--- src/include/bzmel_defines.svh ---
// Offsets, field positions, reset values and timing counts of the buzzer melody controller
`ifndef BZMEL_DEFINES_SVH
`define BZMEL_DEFINES_SVH
`define BZMEL_OFF_A_FRQL   16'hA040
`define BZMEL_OFF_A_FRQH   16'hA041
`define BZMEL_OFF_A_DUR    16'hA042
`define BZMEL_OFF_A_PAU    16'hA043
`define BZMEL_OFF_B_FRQL   16'hA044
`define BZMEL_OFF_B_FRQH   16'hA045
`define BZMEL_OFF_B_DUR    16'hA046
`define BZMEL_OFF_B_PAU    16'hA047
`define BZMEL_OFF_CFG      16'hA048
`define BZMEL_OFF_POW      16'hA049
`define BZMEL_OFF_TU       16'hA04A
`define BZMEL_OFF_IRQ_STAT 16'hA050
`define BZMEL_OFF_IRQ_CLR  16'hA051
`define BZMEL_OFF_IRQ_EN   16'hA052
`define BZMEL_RESET_BYTE   8'h00
`define BZMEL_BIT_EN       7
`define BZMEL_BIT_POL      6
`define BZMEL_BIT_IENB     5
`define BZMEL_BIT_IENA     4
`define BZMEL_BIT_IFB      3
`define BZMEL_BIT_IFA      2
`define BZMEL_BIT_GOB      1
`define BZMEL_BIT_GOA      0
`define BZMEL_BIT_PPONG    2
`define BZMEL_BIT_TONE_BASE_SELECT    4
`define BZMEL_BIT_IEPOW    1
`define BZMEL_BIT_IFPOW    0
`define BZMEL_CLK_HZ       20000000
`define BZMEL_SOSC_HZ      32000
`define BZMEL_SOSC_CYC     (`BZMEL_CLK_HZ / `BZMEL_SOSC_HZ)
`define BZMEL_MS_TICKS     32
`define BZMEL_BASE_DIV0    32
`define BZMEL_BASE_DIV1    64
`endif

--- src/include/bzmel_pkg.sv ---
// Types of the buzzer melody controller
package bzmel_pkg;
	typedef enum logic [1:0] {BZMEL_IDLE, BZMEL_TONE, BZMEL_GAP} bzmel_state_t;
endpackage

--- src/logic/bzmel_top.sv ---
// Buzzer and melody controller with Avalon-MM register slave
`timescale 1ns/1ps
`default_nettype none
`include "bzmel_defines.svh"

// Overview of operation
// - Two note slots, each divider, length, gap
// - Play notes once, or alternate in ping-pong
// - Tone equals base divided by twice (divider plus one)
// - Tone divider is twelve bits wide
// - Tone lasts time step times length
// - Gap lasts time step times gap count
// - Time step select 1, 2, 4, 8 ms
// - Power timer starts on either note start
// - Power expiry sets flag, interrupt if enabled
// - Power output active while window runs
// - Write 1 starts note, self-clears at end unless ping-pong
// - Both starts together play A then B
// - End flag set if enabled, cleared by 0
// - Busy bit while note actively plays
module bzmel_top #(
	parameter int SOSC_CYC = `BZMEL_SOSC_CYC
) (
	input  wire logic        I_CLK,
	input  wire logic        I_RESET,
	input  wire logic [15:0] I_AVS_ADDRESS,
	input  wire logic        I_AVS_READ,
	input  wire logic        I_AVS_WRITE,
	input  wire logic [31:0] I_AVS_WRITEDATA,
	input  wire logic [3:0]  I_AVS_BYTEENABLE,
	output logic      [31:0] O_AVS_READDATA,
	output logic             O_AVS_WAITREQUEST,
	output logic             O_BUZZER,
	output logic             O_POWER_EN,
	output logic             O_IRQ
);
	localparam int SW = $clog2(SOSC_CYC + 1);

	logic [7:0]  freq_lo_q [2];
	logic [3:0]  freq_hi_q [2];
	logic [7:0]  length_q [2];
	logic [7:0]  gap_q [2];
	logic [7:0]  power_window_length_q;
	logic [1:0]  time_step_select_q;
	logic        ping_pong_q;
	logic        tone_base_select_q;
	logic        power_window_irq_enable_q;
	logic        power_window_irq_flag_q;
	logic        enable_q;
	logic        polarity_q;
	logic [1:0]  end_irq_enable_q;
	logic [1:0]  end_flag_q;
	logic [1:0]  go_q;
	logic [2:0]  irq_en_q;
	logic        ack_q;
	logic [31:0] rdata_q;

	bzmel_pkg::bzmel_state_t state_q;
	logic        slot_q;
	logic [SW-1:0] sosc_cnt_q;
	logic [5:0]  ms_cnt_q;
	logic [2:0]  step_cnt_q;
	logic [7:0]  seg_cnt_q;
	logic [7:0]  pow_cnt_q;
	logic        pow_run_q;
	logic [5:0]  base_cnt_q;
	logic [11:0] tone_cnt_q;
	logic        tone_q;

	// Bus decode; one idle waitrequest cycle then a one-cycle acknowledge
	wire        req      = I_AVS_READ | I_AVS_WRITE;
	wire        wr_fire  = I_AVS_WRITE & ack_q;
	wire        lane0    = I_AVS_BYTEENABLE[0];
	wire [7:0]  wd       = I_AVS_WRITEDATA[7:0];
	wire        wr_byte  = wr_fire & lane0;
	assign O_AVS_WAITREQUEST = req & ~ack_q;
	assign O_AVS_READDATA    = rdata_q;

	function automatic logic hit(input logic [15:0] a, input logic [15:0] off);
		return a == off;
	endfunction

	// Time base: slow oscillator tick, then ms tick, then selected step
	wire sosc_tick  = (sosc_cnt_q == SW'(SOSC_CYC - 1));
	wire ms_tick    = sosc_tick & (ms_cnt_q == 6'(`BZMEL_MS_TICKS - 1));
	wire [2:0] step_max = 3'((4'h1 << time_step_select_q) - 4'h1);
	wire step_tick  = ms_tick & (step_cnt_q == step_max);

	// Tone base prescaler and 12-bit divider
	wire [5:0] base_max = tone_base_select_q ? 6'(`BZMEL_BASE_DIV1 - 1)
	                                         : 6'(`BZMEL_BASE_DIV0 - 1);
	wire base_tick  = (base_cnt_q == base_max);
	wire [11:0] div_sel = {freq_hi_q[slot_q], freq_lo_q[slot_q]};
	wire tone_tick  = base_tick & (tone_cnt_q == div_sel);

	// Sequencing decisions
	wire start_any  = wr_byte & hit(I_AVS_ADDRESS, `BZMEL_OFF_CFG)
	                  & (wd[`BZMEL_BIT_GOA] | wd[`BZMEL_BIT_GOB]);
	wire seg_done   = step_tick & (seg_cnt_q <= 8'h01);
	wire tone_end   = (state_q == bzmel_pkg::BZMEL_TONE)
	                  & ((length_q[slot_q] == 8'h00) | seg_done);
	wire gap_end    = (state_q == bzmel_pkg::BZMEL_GAP)
	                  & ((gap_q[slot_q] == 8'h00) | seg_done);
	wire other_go   = go_q[~slot_q];
	wire [1:0] note_done = gap_end ? (slot_q ? 2'b10 : 2'b01) : 2'b00;
	wire pow_expire = pow_run_q & step_tick & (pow_cnt_q <= 8'h01);
	wire [2:0] events = {pow_expire, note_done};

	// Register writes; only byte lane 0 of the write data is used
	always_ff @(posedge I_CLK) begin
		if (I_RESET) begin
			for (int i = 0; i < 2; i++) begin
				freq_lo_q[i] <= `BZMEL_RESET_BYTE;
				freq_hi_q[i] <= 4'h0;
				length_q[i]  <= `BZMEL_RESET_BYTE;
				gap_q[i]     <= `BZMEL_RESET_BYTE;
			end
			power_window_length_q     <= `BZMEL_RESET_BYTE;
			time_step_select_q        <= 2'h0;
			ping_pong_q               <= 1'b0;
			tone_base_select_q        <= 1'b0;
			power_window_irq_enable_q <= 1'b0;
			enable_q                  <= 1'b0;
			polarity_q                <= 1'b0;
			end_irq_enable_q          <= 2'h0;
			irq_en_q                  <= 3'h0;
		end else if (wr_byte) begin
			if (hit(I_AVS_ADDRESS, `BZMEL_OFF_A_FRQL)) freq_lo_q[0] <= wd;
			if (hit(I_AVS_ADDRESS, `BZMEL_OFF_A_FRQH)) freq_hi_q[0] <= wd[3:0];
			if (hit(I_AVS_ADDRESS, `BZMEL_OFF_A_DUR))  length_q[0]  <= wd;
			if (hit(I_AVS_ADDRESS, `BZMEL_OFF_A_PAU))  gap_q[0]     <= wd;
			if (hit(I_AVS_ADDRESS, `BZMEL_OFF_B_FRQL)) freq_lo_q[1] <= wd;
			if (hit(I_AVS_ADDRESS, `BZMEL_OFF_B_FRQH)) freq_hi_q[1] <= wd[3:0];
			if (hit(I_AVS_ADDRESS, `BZMEL_OFF_B_DUR))  length_q[1]  <= wd;
			if (hit(I_AVS_ADDRESS, `BZMEL_OFF_B_PAU))  gap_q[1]     <= wd;
			if (hit(I_AVS_ADDRESS, `BZMEL_OFF_POW))    power_window_length_q <= wd;
			if (hit(I_AVS_ADDRESS, `BZMEL_OFF_TU)) begin
				time_step_select_q        <= wd[7:6];
				tone_base_select_q        <= wd[`BZMEL_BIT_TONE_BASE_SELECT];
				ping_pong_q               <= wd[`BZMEL_BIT_PPONG];
				power_window_irq_enable_q <= wd[`BZMEL_BIT_IEPOW];
			end
			if (hit(I_AVS_ADDRESS, `BZMEL_OFF_CFG)) begin
				enable_q         <= wd[`BZMEL_BIT_EN];
				polarity_q       <= wd[`BZMEL_BIT_POL];
				end_irq_enable_q <= wd[`BZMEL_BIT_IENB:`BZMEL_BIT_IENA];
			end
			if (hit(I_AVS_ADDRESS, `BZMEL_OFF_IRQ_EN)) irq_en_q <= wd[2:0];
		end
	end

	// Sticky flags: end flags, power flag and status bits, hardware set wins
	logic [2:0] irq_stat_q;
	wire  clr_stat = wr_byte & hit(I_AVS_ADDRESS, `BZMEL_OFF_IRQ_CLR);
	always_ff @(posedge I_CLK) begin
		if (I_RESET) begin
			end_flag_q              <= 2'h0;
			power_window_irq_flag_q <= 1'b0;
			irq_stat_q              <= 3'h0;
		end else begin
			for (int i = 0; i < 2; i++) begin
				if (note_done[i] & end_irq_enable_q[i])
					end_flag_q[i] <= 1'b1;
				else if (wr_byte & hit(I_AVS_ADDRESS, `BZMEL_OFF_CFG) & ~wd[2+i])
					end_flag_q[i] <= 1'b0;
			end
			if (pow_expire)
				power_window_irq_flag_q <= 1'b1;
			else if (wr_byte & hit(I_AVS_ADDRESS, `BZMEL_OFF_TU) & ~wd[`BZMEL_BIT_IFPOW])
				power_window_irq_flag_q <= 1'b0;
			irq_stat_q <= events | (irq_stat_q & ~(clr_stat ? wd[2:0] : 3'h0));
		end
	end

	// Start commands: write 1 sets, write 0 ignored, self clear at note end unless ping-pong and enabled
	always_ff @(posedge I_CLK) begin
		if (I_RESET) begin
			go_q <= 2'h0;
		end else begin
			for (int i = 0; i < 2; i++) begin
				if (start_any & wd[i])
					go_q[i] <= 1'b1;
				else if (note_done[i] & ~(ping_pong_q & enable_q))
					go_q[i] <= 1'b0;
			end
		end
	end

	// Sequencer: tone, gap, then other slot if pending or ping-pong
	always_ff @(posedge I_CLK) begin
		if (I_RESET) begin
			state_q   <= bzmel_pkg::BZMEL_IDLE;
			slot_q    <= 1'b0;
			seg_cnt_q <= 8'h00;
		end else if (~enable_q) begin
			state_q <= bzmel_pkg::BZMEL_IDLE;
		end else begin
			case (state_q)
				bzmel_pkg::BZMEL_IDLE: begin
					if (go_q != 2'h0) begin
						slot_q    <= ~go_q[0];
						seg_cnt_q <= go_q[0] ? length_q[0] : length_q[1];
						state_q   <= bzmel_pkg::BZMEL_TONE;
					end
				end
				bzmel_pkg::BZMEL_TONE: begin
					if (tone_end) begin
						seg_cnt_q <= gap_q[slot_q];
						state_q   <= bzmel_pkg::BZMEL_GAP;
					end else if (step_tick) begin
						seg_cnt_q <= seg_cnt_q - 8'h01;
					end
				end
				bzmel_pkg::BZMEL_GAP: begin
					if (gap_end) begin
						if (other_go | ping_pong_q) begin
							slot_q    <= ~slot_q;
							seg_cnt_q <= length_q[~slot_q];
							state_q   <= bzmel_pkg::BZMEL_TONE;
						end else begin
							state_q <= bzmel_pkg::BZMEL_IDLE;
						end
					end else if (step_tick) begin
						seg_cnt_q <= seg_cnt_q - 8'h01;
					end
				end
				default: state_q <= bzmel_pkg::BZMEL_IDLE;
			endcase
		end
	end

	// Time base counters; step counter resyncs on a start for clean first step
	always_ff @(posedge I_CLK) begin
		if (I_RESET | start_any) begin
			sosc_cnt_q <= '0;
			ms_cnt_q   <= 6'h00;
			step_cnt_q <= 3'h0;
		end else begin
			sosc_cnt_q <= sosc_tick ? '0 : sosc_cnt_q + SW'(1);
			if (sosc_tick)
				ms_cnt_q <= ms_tick ? 6'h00 : ms_cnt_q + 6'h01;
			if (ms_tick)
				step_cnt_q <= step_tick ? 3'h0 : step_cnt_q + 3'h1;
		end
	end

	// Power window timer
	always_ff @(posedge I_CLK) begin
		if (I_RESET) begin
			pow_run_q <= 1'b0;
			pow_cnt_q <= 8'h00;
		end else if (start_any) begin
			pow_run_q <= power_window_length_q != 8'h00;
			pow_cnt_q <= power_window_length_q;
		end else if (pow_run_q & step_tick) begin
			pow_cnt_q <= pow_cnt_q - 8'h01;
			if (pow_expire)
				pow_run_q <= 1'b0;
		end
	end

	// Tone generator; toggles each divider wrap so output is half that rate
	always_ff @(posedge I_CLK) begin
		if (I_RESET | (state_q != bzmel_pkg::BZMEL_TONE)) begin
			base_cnt_q <= 6'h00;
			tone_cnt_q <= 12'h000;
			tone_q     <= 1'b0;
		end else begin
			base_cnt_q <= base_tick ? 6'h00 : base_cnt_q + 6'h01;
			if (base_tick)
				tone_cnt_q <= tone_tick ? 12'h000 : tone_cnt_q + 12'h001;
			if (tone_tick)
				tone_q <= ~tone_q;
		end
	end

	// Read mux; unmapped addresses read zero
	wire [1:0] playing = (state_q == bzmel_pkg::BZMEL_TONE) ?
	                     (slot_q ? 2'b10 : 2'b01) : 2'b00;
	wire [7:0] cfg_rd = {enable_q, polarity_q, end_irq_enable_q, end_flag_q, playing};
	wire [7:0] tu_rd  = {time_step_select_q, 1'b0, tone_base_select_q, 1'b0,
	                     ping_pong_q, power_window_irq_enable_q, power_window_irq_flag_q};
	logic [7:0] rd_byte;
	always_comb begin
		case (I_AVS_ADDRESS)
			`BZMEL_OFF_A_FRQL:   rd_byte = freq_lo_q[0];
			`BZMEL_OFF_A_FRQH:   rd_byte = {4'h0, freq_hi_q[0]};
			`BZMEL_OFF_A_DUR:    rd_byte = length_q[0];
			`BZMEL_OFF_A_PAU:    rd_byte = gap_q[0];
			`BZMEL_OFF_B_FRQL:   rd_byte = freq_lo_q[1];
			`BZMEL_OFF_B_FRQH:   rd_byte = {4'h0, freq_hi_q[1]};
			`BZMEL_OFF_B_DUR:    rd_byte = length_q[1];
			`BZMEL_OFF_B_PAU:    rd_byte = gap_q[1];
			`BZMEL_OFF_CFG:      rd_byte = cfg_rd;
			`BZMEL_OFF_POW:      rd_byte = power_window_length_q;
			`BZMEL_OFF_TU:       rd_byte = tu_rd;
			`BZMEL_OFF_IRQ_STAT: rd_byte = {5'h00, irq_stat_q};
			`BZMEL_OFF_IRQ_EN:   rd_byte = {5'h00, irq_en_q};
			default:             rd_byte = 8'h00;
		endcase
	end

	always_ff @(posedge I_CLK) begin
		if (I_RESET) begin
			ack_q   <= 1'b0;
			rdata_q <= 32'h0000_0000;
		end else begin
			ack_q   <= req & ~ack_q;
			rdata_q <= (I_AVS_READ & ~ack_q) ? {24'h000000, rd_byte} : rdata_q;
		end
	end

	// Outputs registered; buzzer inactive level equals the polarity bit
	always_ff @(posedge I_CLK) begin
		if (I_RESET) begin
			O_BUZZER   <= 1'b0;
			O_POWER_EN <= 1'b0;
			O_IRQ      <= 1'b0;
		end else begin
			O_BUZZER   <= (tone_q & (state_q == bzmel_pkg::BZMEL_TONE)) ^ polarity_q;
			O_POWER_EN <= pow_run_q;
			O_IRQ      <= (|(irq_stat_q & irq_en_q))
			              | (power_window_irq_flag_q & power_window_irq_enable_q)
			              | (|end_flag_q);
		end
	end

	// Invariants of the sequencer, the sticky flags and the bus answer
	a_tone_only_play: assert property (@(posedge I_CLK) disable iff (I_RESET)
		(state_q != bzmel_pkg::BZMEL_TONE) |=> (O_BUZZER == $past(polarity_q)))
		else $error("buzzer not inactive outside tone");
	a_pow_start_run: assert property (@(posedge I_CLK) disable iff (I_RESET)
		(start_any && power_window_length_q != 8'h00) |=> pow_run_q ##1 O_POWER_EN)
		else $error("power window did not start");
	a_pow_flag_set: assert property (@(posedge I_CLK) disable iff (I_RESET)
		pow_expire |=> power_window_irq_flag_q)
		else $error("power flag not set on expiry");
	a_pow_flag_sticky: assert property (@(posedge I_CLK) disable iff (I_RESET)
		(power_window_irq_flag_q && !(wr_byte && hit(I_AVS_ADDRESS, `BZMEL_OFF_TU)))
		|=> power_window_irq_flag_q)
		else $error("power flag dropped");
	a_end_flag_set: assert property (@(posedge I_CLK) disable iff (I_RESET)
		(note_done[0] && end_irq_enable_q[0]) |=> end_flag_q[0])
		else $error("note a end flag not set");
	a_go_ignores_zero: assert property (@(posedge I_CLK) disable iff (I_RESET)
		(!go_q[0] && !(start_any && wd[0])) |=> !go_q[0])
		else $error("start bit set without write one");
	a_a_before_b: assert property (@(posedge I_CLK) disable iff (I_RESET)
		(state_q == bzmel_pkg::BZMEL_IDLE && enable_q && go_q == 2'b11) |=> !slot_q)
		else $error("note b played before a");
	a_busy_matches: assert property (@(posedge I_CLK) disable iff (I_RESET)
		(playing != 2'b00) |-> (go_q != 2'b00))
		else $error("busy without a pending start");
	a_wait_one: assert property (@(posedge I_CLK) disable iff (I_RESET)
		(req && !ack_q) |=> !O_AVS_WAITREQUEST)
		else $error("bus answer late");

	// Coverage of the main play and interrupt scenarios
	c_a_then_b: cover property (@(posedge I_CLK) disable iff (I_RESET)
		state_q == bzmel_pkg::BZMEL_IDLE && enable_q && go_q == 2'b11);
	c_tone_gap: cover property (@(posedge I_CLK) disable iff (I_RESET)
		state_q == bzmel_pkg::BZMEL_TONE ##1 state_q == bzmel_pkg::BZMEL_GAP);
	c_slot_swap: cover property (@(posedge I_CLK) disable iff (I_RESET)
		gap_end && (other_go || ping_pong_q));
	c_pow_expire: cover property (@(posedge I_CLK) disable iff (I_RESET) pow_expire);
	c_irq_out: cover property (@(posedge I_CLK) disable iff (I_RESET) O_IRQ);
endmodule
`default_nettype wire

--- config.mk ---
export PLATFORM = sky130hd
export DESIGN_NAME = bzmel_top
export DESIGN_NICKNAME = d
export VERILOG_FILES = /design/src/include/bzmel_pkg.sv /design/src/logic/bzmel_top.sv
export VERILOG_INCLUDE_DIRS = /design/src /design/src/include
export SDC_FILE = /design/constraint.sdc
export NUM_CORES = 1
export LEC_CHECK = 0
export CAP_MARGIN = 15
export CORE_MARGIN = 2
export CORE_UTILIZATION = 58
export CTS_CLUSTER_DIAMETER = 150
export DETAILED_ROUTE_END_ITERATION = 6
export DONT_BUFFER_PORTS = 1
export PLACE_DENSITY_LB_ADDON = 0.15
export SYNTH_ARGS = -nofsm -noshare
export SYNTH_HDL_FRONTEND = slang
export SYNTH_SLANG_ARGS = --single-unit
--- constraint.sdc ---
create_clock -name I_CLK -period 2.87 [get_ports I_CLK]
set_input_delay 0.1435 -clock I_CLK [delete_from_list [all_inputs] [get_ports I_CLK]]
set_output_delay 0.1435 -clock I_CLK [all_outputs]
set_load 0.02 [all_outputs]
==> impl_metrics.py, run 1 <==
metrics = {
    "die": {
        "core_area_um2": 13700,
        "initial_core_util": 0.587,
        "die_y_um": 122,
        "dieArea_um2": 14800,
        "io_pins": 92,
        "rows": 43,
        "dieWidth_um": 122,
    },
    "clock_network": {
        "clk_pin_slew_ns": 0.07,
        "cts-htree-levels": 4,
        "clock_latency_ns": 0.44,
        "cts_tree": "yes",
        "cts.sink_count": 155,
        "clockRootBuffer": "clkbuf_16",
        "cts.path.max_buffers": 2,
        "cts_made_buffers": 17,
    },
    "synthesis": {
        "yosys_warnings": 0,
        "synthFlopType": "dfxtp_1",
        "ys_ff_latch": 155,
        "mappedNetlistArea_um2": 8060,
        "ys_types": 65,
        "avgSynthCellArea_um2": 9.54,
        "postSynthCellCount": 844,
        "seq_area_frac_synth": 0.455,
        "synth-edff-count": 56,
        "ys_async_sr_fraction": 0,
    },
    "place": {
        "dp_cells": 1022,
        "io_buffers": 0,
        "dp_hpwl_um": 16100,
        "gp_congestion": 0.937,
    },
    "sta": {
        "holdWs_ns": 0.0168,
        "fmax_mhz": 360,
        "rsz0062_at_grt": "false",
        "setup_viol": 0,
        "final_hold_viol_count": 0,
        "fin_worst_skew_ns": 0.00801,
        "period_minus_slack_ns": 2.78,
        "max-slew-margin-rel": 0.563,
        "period_share": 0.969,
        "tightest_slew_ns": 0.650,
        "maxSlewViolCount": 0,
    },
    "finish": {
        "drive_gt1_frac": 0.0879,
        "n_fill_cell": 1139,
        "antennaDiodeCount": 0,
        "multi_input_area_um2": 4130,
        "final_cells": 1067,
        "final_util": 0.659,
        "regArea_um2": 3660,
        "area_growth_pct": 12.2,
        "finish.net_count": 944,
    },
    "detailed_routing": {
        "wl_per_cell_um": 21.4,
        "drtAntennaViolNets": 0,
        "totalWireLength_um": 22900,
        "routed_via_density": 6.41,
        "drc": 0,
        "dr.pass1.iters": 7,
        "drt_iter0_markers": 804,
        "vias": 6842,
    },
    "job": {
        "drv_cap": 0,
    },
    "critical_path": {
        "crit_slowest_cell": "a2111oi_0",
        "crit_required_ns": 3.20,
        "path_class": "reg -> reg",
        "path_buf_inv": 0,
        "reg2reg_depth": 7,
        "critical_path.top_delay_family": "simple AND/OR/NAND/NOR gates",
        "start_kind": "register",
        "worstPathArrival_ns": 3.11,
        "crit_path_max_incr_delay_ns": 0.55,
        "cp_max_fo": 5,
        "endpoint_kind": "register",
        "cp.depth": 7,
        "path_cells": "or4b_4 -> or3_1 -> a2111oi_0 -> xor2_1 -> o211ai_1 -> nand4_1 -> a32o_1",
    },
    "grt": {
        "grt.met3_usage": 0.0852,
        "use_met1": 0.410,
        "antenna_found_initial": 0,
        "grt_max_degree": 57,
        "grt.total_usage": 0.318,
        "met2_usage": 0.502,
        "grt_pass1_wl_um": 35300,
        "grt_pass1_vias": 6602,
        "globalRouteOverflowTotal": 0,
        "top_usage_layer": "met2",
    },
    "power": {
        "p_leak_nw": 3.18,
        "p_total_mw": 4.82,
        "irDropWorstVdd_v": 0.000475,
        "power_density_nw_per_um2": 533,
    },
    "hold_path": {
        "hold_class": "in -> reg",
        "whs_path_depth": 3,
    },
    "outcome": {
        "status": "complete, no violations",
    },
}
-- cells in the mapped netlist, types with 23 or more instances --
cell / instances / share of area
nor2_1: 112 / 0.052
dfxtp_1: 99 / 0.25
edfxtp_1: 56 / 0.21
nand2_1: 56 / 0.026
mux2i_1: 48 / 0.060
xor2_1: 32 / 0.035
nand3_1: 31 / 0.019
o21ai_0: 31 / 0.019
a21oi_1: 29 / 0.018
buf_4: 24 / 0.022
clkbuf_1: 24 / 0.011
nor4_1: 23 / 0.018
-- report_power, final --
part	internal (mW)	switching, mW
clock	1.28	1.02
combinational	0.0530	0.127
sequential	2.30	0.0357
total	3.64	1.18
-- timing repair --
item,4_1_cts,5_1_grt
pin swaps,0,0
buffers inserted,0,0
endpoints found under the setup margin,4,12
hold buffers,13,0
resized for setup,1,5
hold endpoints to repair,99,0
-- path summary, 6_finish.rpt --
kind | from | endpoint | slack (ns)
max | sosc_cnt_q[7] | seg_cnt_q[4] | 0.09
min | I_AVS_READ | O_AVS_READDATA[1] | 0.02
max reg2reg | sosc_cnt_q[7] | seg_cnt_q[4] | 0.09
min reg2reg | base_cnt_q[0] | base_cnt_q[0] | 0.47
-- sequential cells by signal, indices dropped and copies added (netlist names), 6 cells and up, named ones only --
| register | flops |
|---|---|
| O_AVS_READDATA | 8 |
| freq_lo_q | 16 |
| base_cnt_q | 6 |
| sosc_cnt_q | 10 |
| power_window_length_q | 8 |
| length_q | 16 |
| freq_hi_q | 8 |
| seg_cnt_q | 8 |
| pow_cnt_q | 8 |
| gap_q | 16 |
| tone_cnt_q | 12 |
| ms_cnt_q | 6 |
-- per-stage QoR --
step,cell area [µm²],setup TNS (ns),worst slack (ns)
6_report,9040,0,0.0888
5_1_grt,9040,0,0.0160
4_1_cts,9020,0,0.0864
3_5_place_dp,8270,-0.211,-0.0693
3_3_place_gp,8270,0,0.0730
2_1_floorplan,8140,0,0.291
-- logic make-up after synthesis --
logic type	after synthesis	share of synthesized area
simple gates	340	0.213
compound gates	162	0.143
flops	155	0.455
buf+inv	68	0.0449
xor+xnor	52	0.0565
mux	52	0.0652
fa+ha+maj	14	0.0217
other cells	1	0.000466
-- area by class of cell --
class	count	share of cell area
Multi-Input combinational cell	644	0.457
Sequential cell	155	0.405
Clock inverter	14	0.0168
Tap cell	180	0.0249
Inverter	16	0.00665
Timing Repair Buffer	40	0.0392
Clock buffer	18	0.0498
-- per-layer routing --
layer | vias up | wire (µm)
met3 | 67 | 2240
li1 | 3138 | -
met1 | 3245 | 9220
met4 | 0 | 762
met2 | 392 | 10600
met5 | - | 0
-- placed cells by master, fill, tap and decap left out, drive strengths merged, types with 12 or more instances in the layout --
cell type    instances
and2                18
a211oi              15
dlygate4sd3         12
a21oi               29
o21ai               33
nor2               114
dfxtp               99
nor3                19
mux2i               48
xor2                32
conb                24
inv                 25
ha                  14
nand3               31
xnor2               20
nor4                23
clkbuf              18
nand4               18
nand2               56
edfxtp              56
a22oi               22
buf                 28
-- worst register-to-register path, delay by kind of cell (launching register included) --
kind            cells  cell delay [ns]
compound gates      3             1.06
xor+xnor            1             0.18
flops               1             0.35
simple gates        3             1.09
No activity file was read; power rests on OpenSTA's default activity.
==> run 2, diff against run 1 <==
--- a/config.mk
+++ b/config.mk
@@ -12,6 +12,7 @@
 export CTS_CLUSTER_DIAMETER = 150
 export DETAILED_ROUTE_END_ITERATION = 6
 export DONT_BUFFER_PORTS = 1
+export GPL_ROUTABILITY_DRIVEN = 0
 export PLACE_DENSITY_LB_ADDON = 0.15
 export SYNTH_ARGS = -nofsm -noshare
 export SYNTH_HDL_FRONTEND = slang
==> constraint.sdc (replaced) <==
create_clock -name I_CLK -period 2.68 [get_ports I_CLK]
set_input_delay 0.402 -clock I_CLK [delete_from_list [all_inputs] [get_ports I_CLK]]
set_output_delay 0.402 -clock I_CLK [all_outputs]
set_load 0.02 [all_outputs]
==> impl_metrics.py, run 2 (synthesized netlist as in run 1, its figures left out) <==
metrics = {
    "place": {
        "place_ws_ns": -0.224,
        "dp_hpwl_um": 16100,
        "dp_cells": 1039,
        "io_buffers": 0,
        "dpl-instance-area_um2": 8410,
    },
    "detailed_routing": {
        "drc": 1,
        "vias": 6912,
        "dr.pass1.iters": 7,
        "met3_length_um": 2200,
        "dr_wl_met2_um": 10500,
        "routed_via_density": 6.44,
        "drt_iter0_markers": 1024,
        "wl_met1_um": 8740,
        "totalWireLength_um": 22300,
        "maxUsedRoutingLayer": "met4",
        "drtAntennaViolNets": 0,
        "wl_per_cell_um": 20.8,
    },
    "sta": {
        "setup_viol": 7,
        "fmax_mhz": 369,
        "period_minus_slack_ns": 2.71,
        "setup_ws_ns": -0.0321,
        "maxSlewViolCount": 0,
        "period_share": 1.01,
        "max-slew-margin-rel": 0.427,
        "final_hold_viol_count": 0,
        "tightest_slew_ns": 0.854,
        "rsz0062_at_grt": "true",
        "fin_worst_skew_ns": 0.00741,
    },
    "grt": {
        "grt_max_degree": 75,
        "globalRouteOverflowTotal": 0,
        "antenna_found_initial": 0,
        "grt_pass1_vias": 6529,
        "grt.total_usage": 0.307,
        "grt_pass1_wl_um": 34700,
    },
    "job": {
        "drv_cap": 0,
    },
    "hold_path": {
        "whs_path_depth": 1,
        "hold_start": "I_RESET",
        "hold_class": "in -> reg",
        "worstHoldEndpoint": "time_step_select_q[0]",
    },
    "clock_network": {
        "clk_pin_slew_ns": 0.06,
        "cts-htree-levels": 4,
        "cts_made_buffers": 17,
        "cts.path.max_buffers": 2,
        "hold_buffers": 0,
        "clockRootBuffer": "clkbuf_16",
        "cts_tree": "yes",
        "clock_latency_ns": 0.43,
        "cts.sink_count": 155,
    },
    "critical_path": {
        "endpoint_kind": "register",
        "timing.rr.start": "sosc_cnt_q[2]",
        "reg2reg_depth": 9,
        "cp_max_fo": 6,
        "crit_required_ns": 3.05,
        "r2r_slack_ns": -0.03,
        "path_class": "reg -> reg",
        "start_kind": "register",
        "worstPathArrival_ns": 3.08,
        "timing.rr.end": "seg_cnt_q[3]",
    },
    "finish": {
        "final_cells": 1074,
        "antennaDiodeCount": 0,
        "mostFrequentLayoutCells": "nor2_1 (111), dfxtp_1 (98), nand2_1 (56), edfxtp_1 (56), mux2i_1 (48)",
        "final_common_cell": "nor2_1",
        "design_area_um2": 9120,
        "drive_gt1_frac": 0.117,
        "reg_top3": "freq_lo_q: 16 flops, gap_q: 16 flops, length_q: 16 flops",
        "finish.net_count": 951,
        "area_growth_pct": 13.2,
    },
    "die": {
        "die_y_um": 122,
        "dieArea_um2": 14800,
        "rows": 43,
        "dieWidth_um": 122,
        "core_area_um2": 13700,
        "initial_core_util": 0.587,
        "io_pins": 92,
    },
    "power": {
        "p_total_mw": 5.18,
        "p_leak_nw": 3.22,
        "irDropWorstVdd_v": 0.000386,
        "power_density_nw_per_um2": 568,
    },
    "outcome": {
        "violations": "DRC, setup timing",
        "status": "finished with violations",
    },
}
run 2: worst max-delay path by stage:
stage | start | to | slack, ns | cells past startpoint
2_1_floorplan | sosc_cnt_q[2] | seg_cnt_q[4] | 0.10 | 8
6_report | sosc_cnt_q[2] | seg_cnt_q[3] | -0.03 | 9
5_1_grt | sosc_cnt_q[2] | seg_cnt_q[6] | -0.13 | 9
3_3_place_gp | seg_cnt_q[0] | seg_cnt_q[5] | -0.06 | 10
3_5_place_dp | seg_cnt_q[0] | seg_cnt_q[6] | -0.22 | 10
4_1_cts | seg_cnt_q[6] | seg_cnt_q[3] | 0.01 | 9
run 2: critical path: stages, from the launching register on:
cell       delay, ns
dfxtp_2         0.33
or4b_4          0.54
or4_4           0.45
a2111oi_4       0.39
buf_6           0.19
o21ai_1         0.08
buf_4           0.21
o221a_2         0.23
o21ai_0         0.07
a32o_1          0.17
run 2: routing by layer:
metal | global-route usage | vias up
li1 | - | 3152
met1 | 0.392 | 3293
met2 | 0.498 | 389
met3 | 0.0824 | 78
met4 | 0.124 | 0
met5 | 0 | -
run 2: repair_timing:
item                                    in CTS  in global routing
setup buffers                                0                  2
pin swaps                                    0                 10
resized for setup                            6                 17
cloned                                       0                  1
endpoints found under the setup margin       9                 15
endpoints found under the hold margin        0                  0
run 2: cell type report:
class	instances	area, µm²
clock buffer	18	439
clock inverter	14	180
fill	1096	4600
inverter	16	60.1
multi-input combinational	644	4180
sequential	155	3660
tap	180	225
timing repair buffer	47	369
run 2: metrics by stage:
step / setup TNS [ns] / hold slack, ns / utilization
6_report: -0.122 / 0.0592 / 0.664
2_1_floorplan: 0 / 0.418 / -
3_5_place_dp: -1.22 / 0.437 / 0.613
5_1_grt: -1.38 / 0.0487 / 0.664
3_3_place_gp: -0.469 / 0.432 / 0.613
4_1_cts: 0 / 0.0471 / 0.659
run 2: report_power, final:
group	leakage [nW]	internal [mW]	switching (mW)	total [mW]
sequential	1.38	2.47	0.0395	2.51
clock	0.294	1.51	1.01	2.52
combinational	1.55	0.0433	0.105	0.148
total	3.22	4.02	1.16	5.18
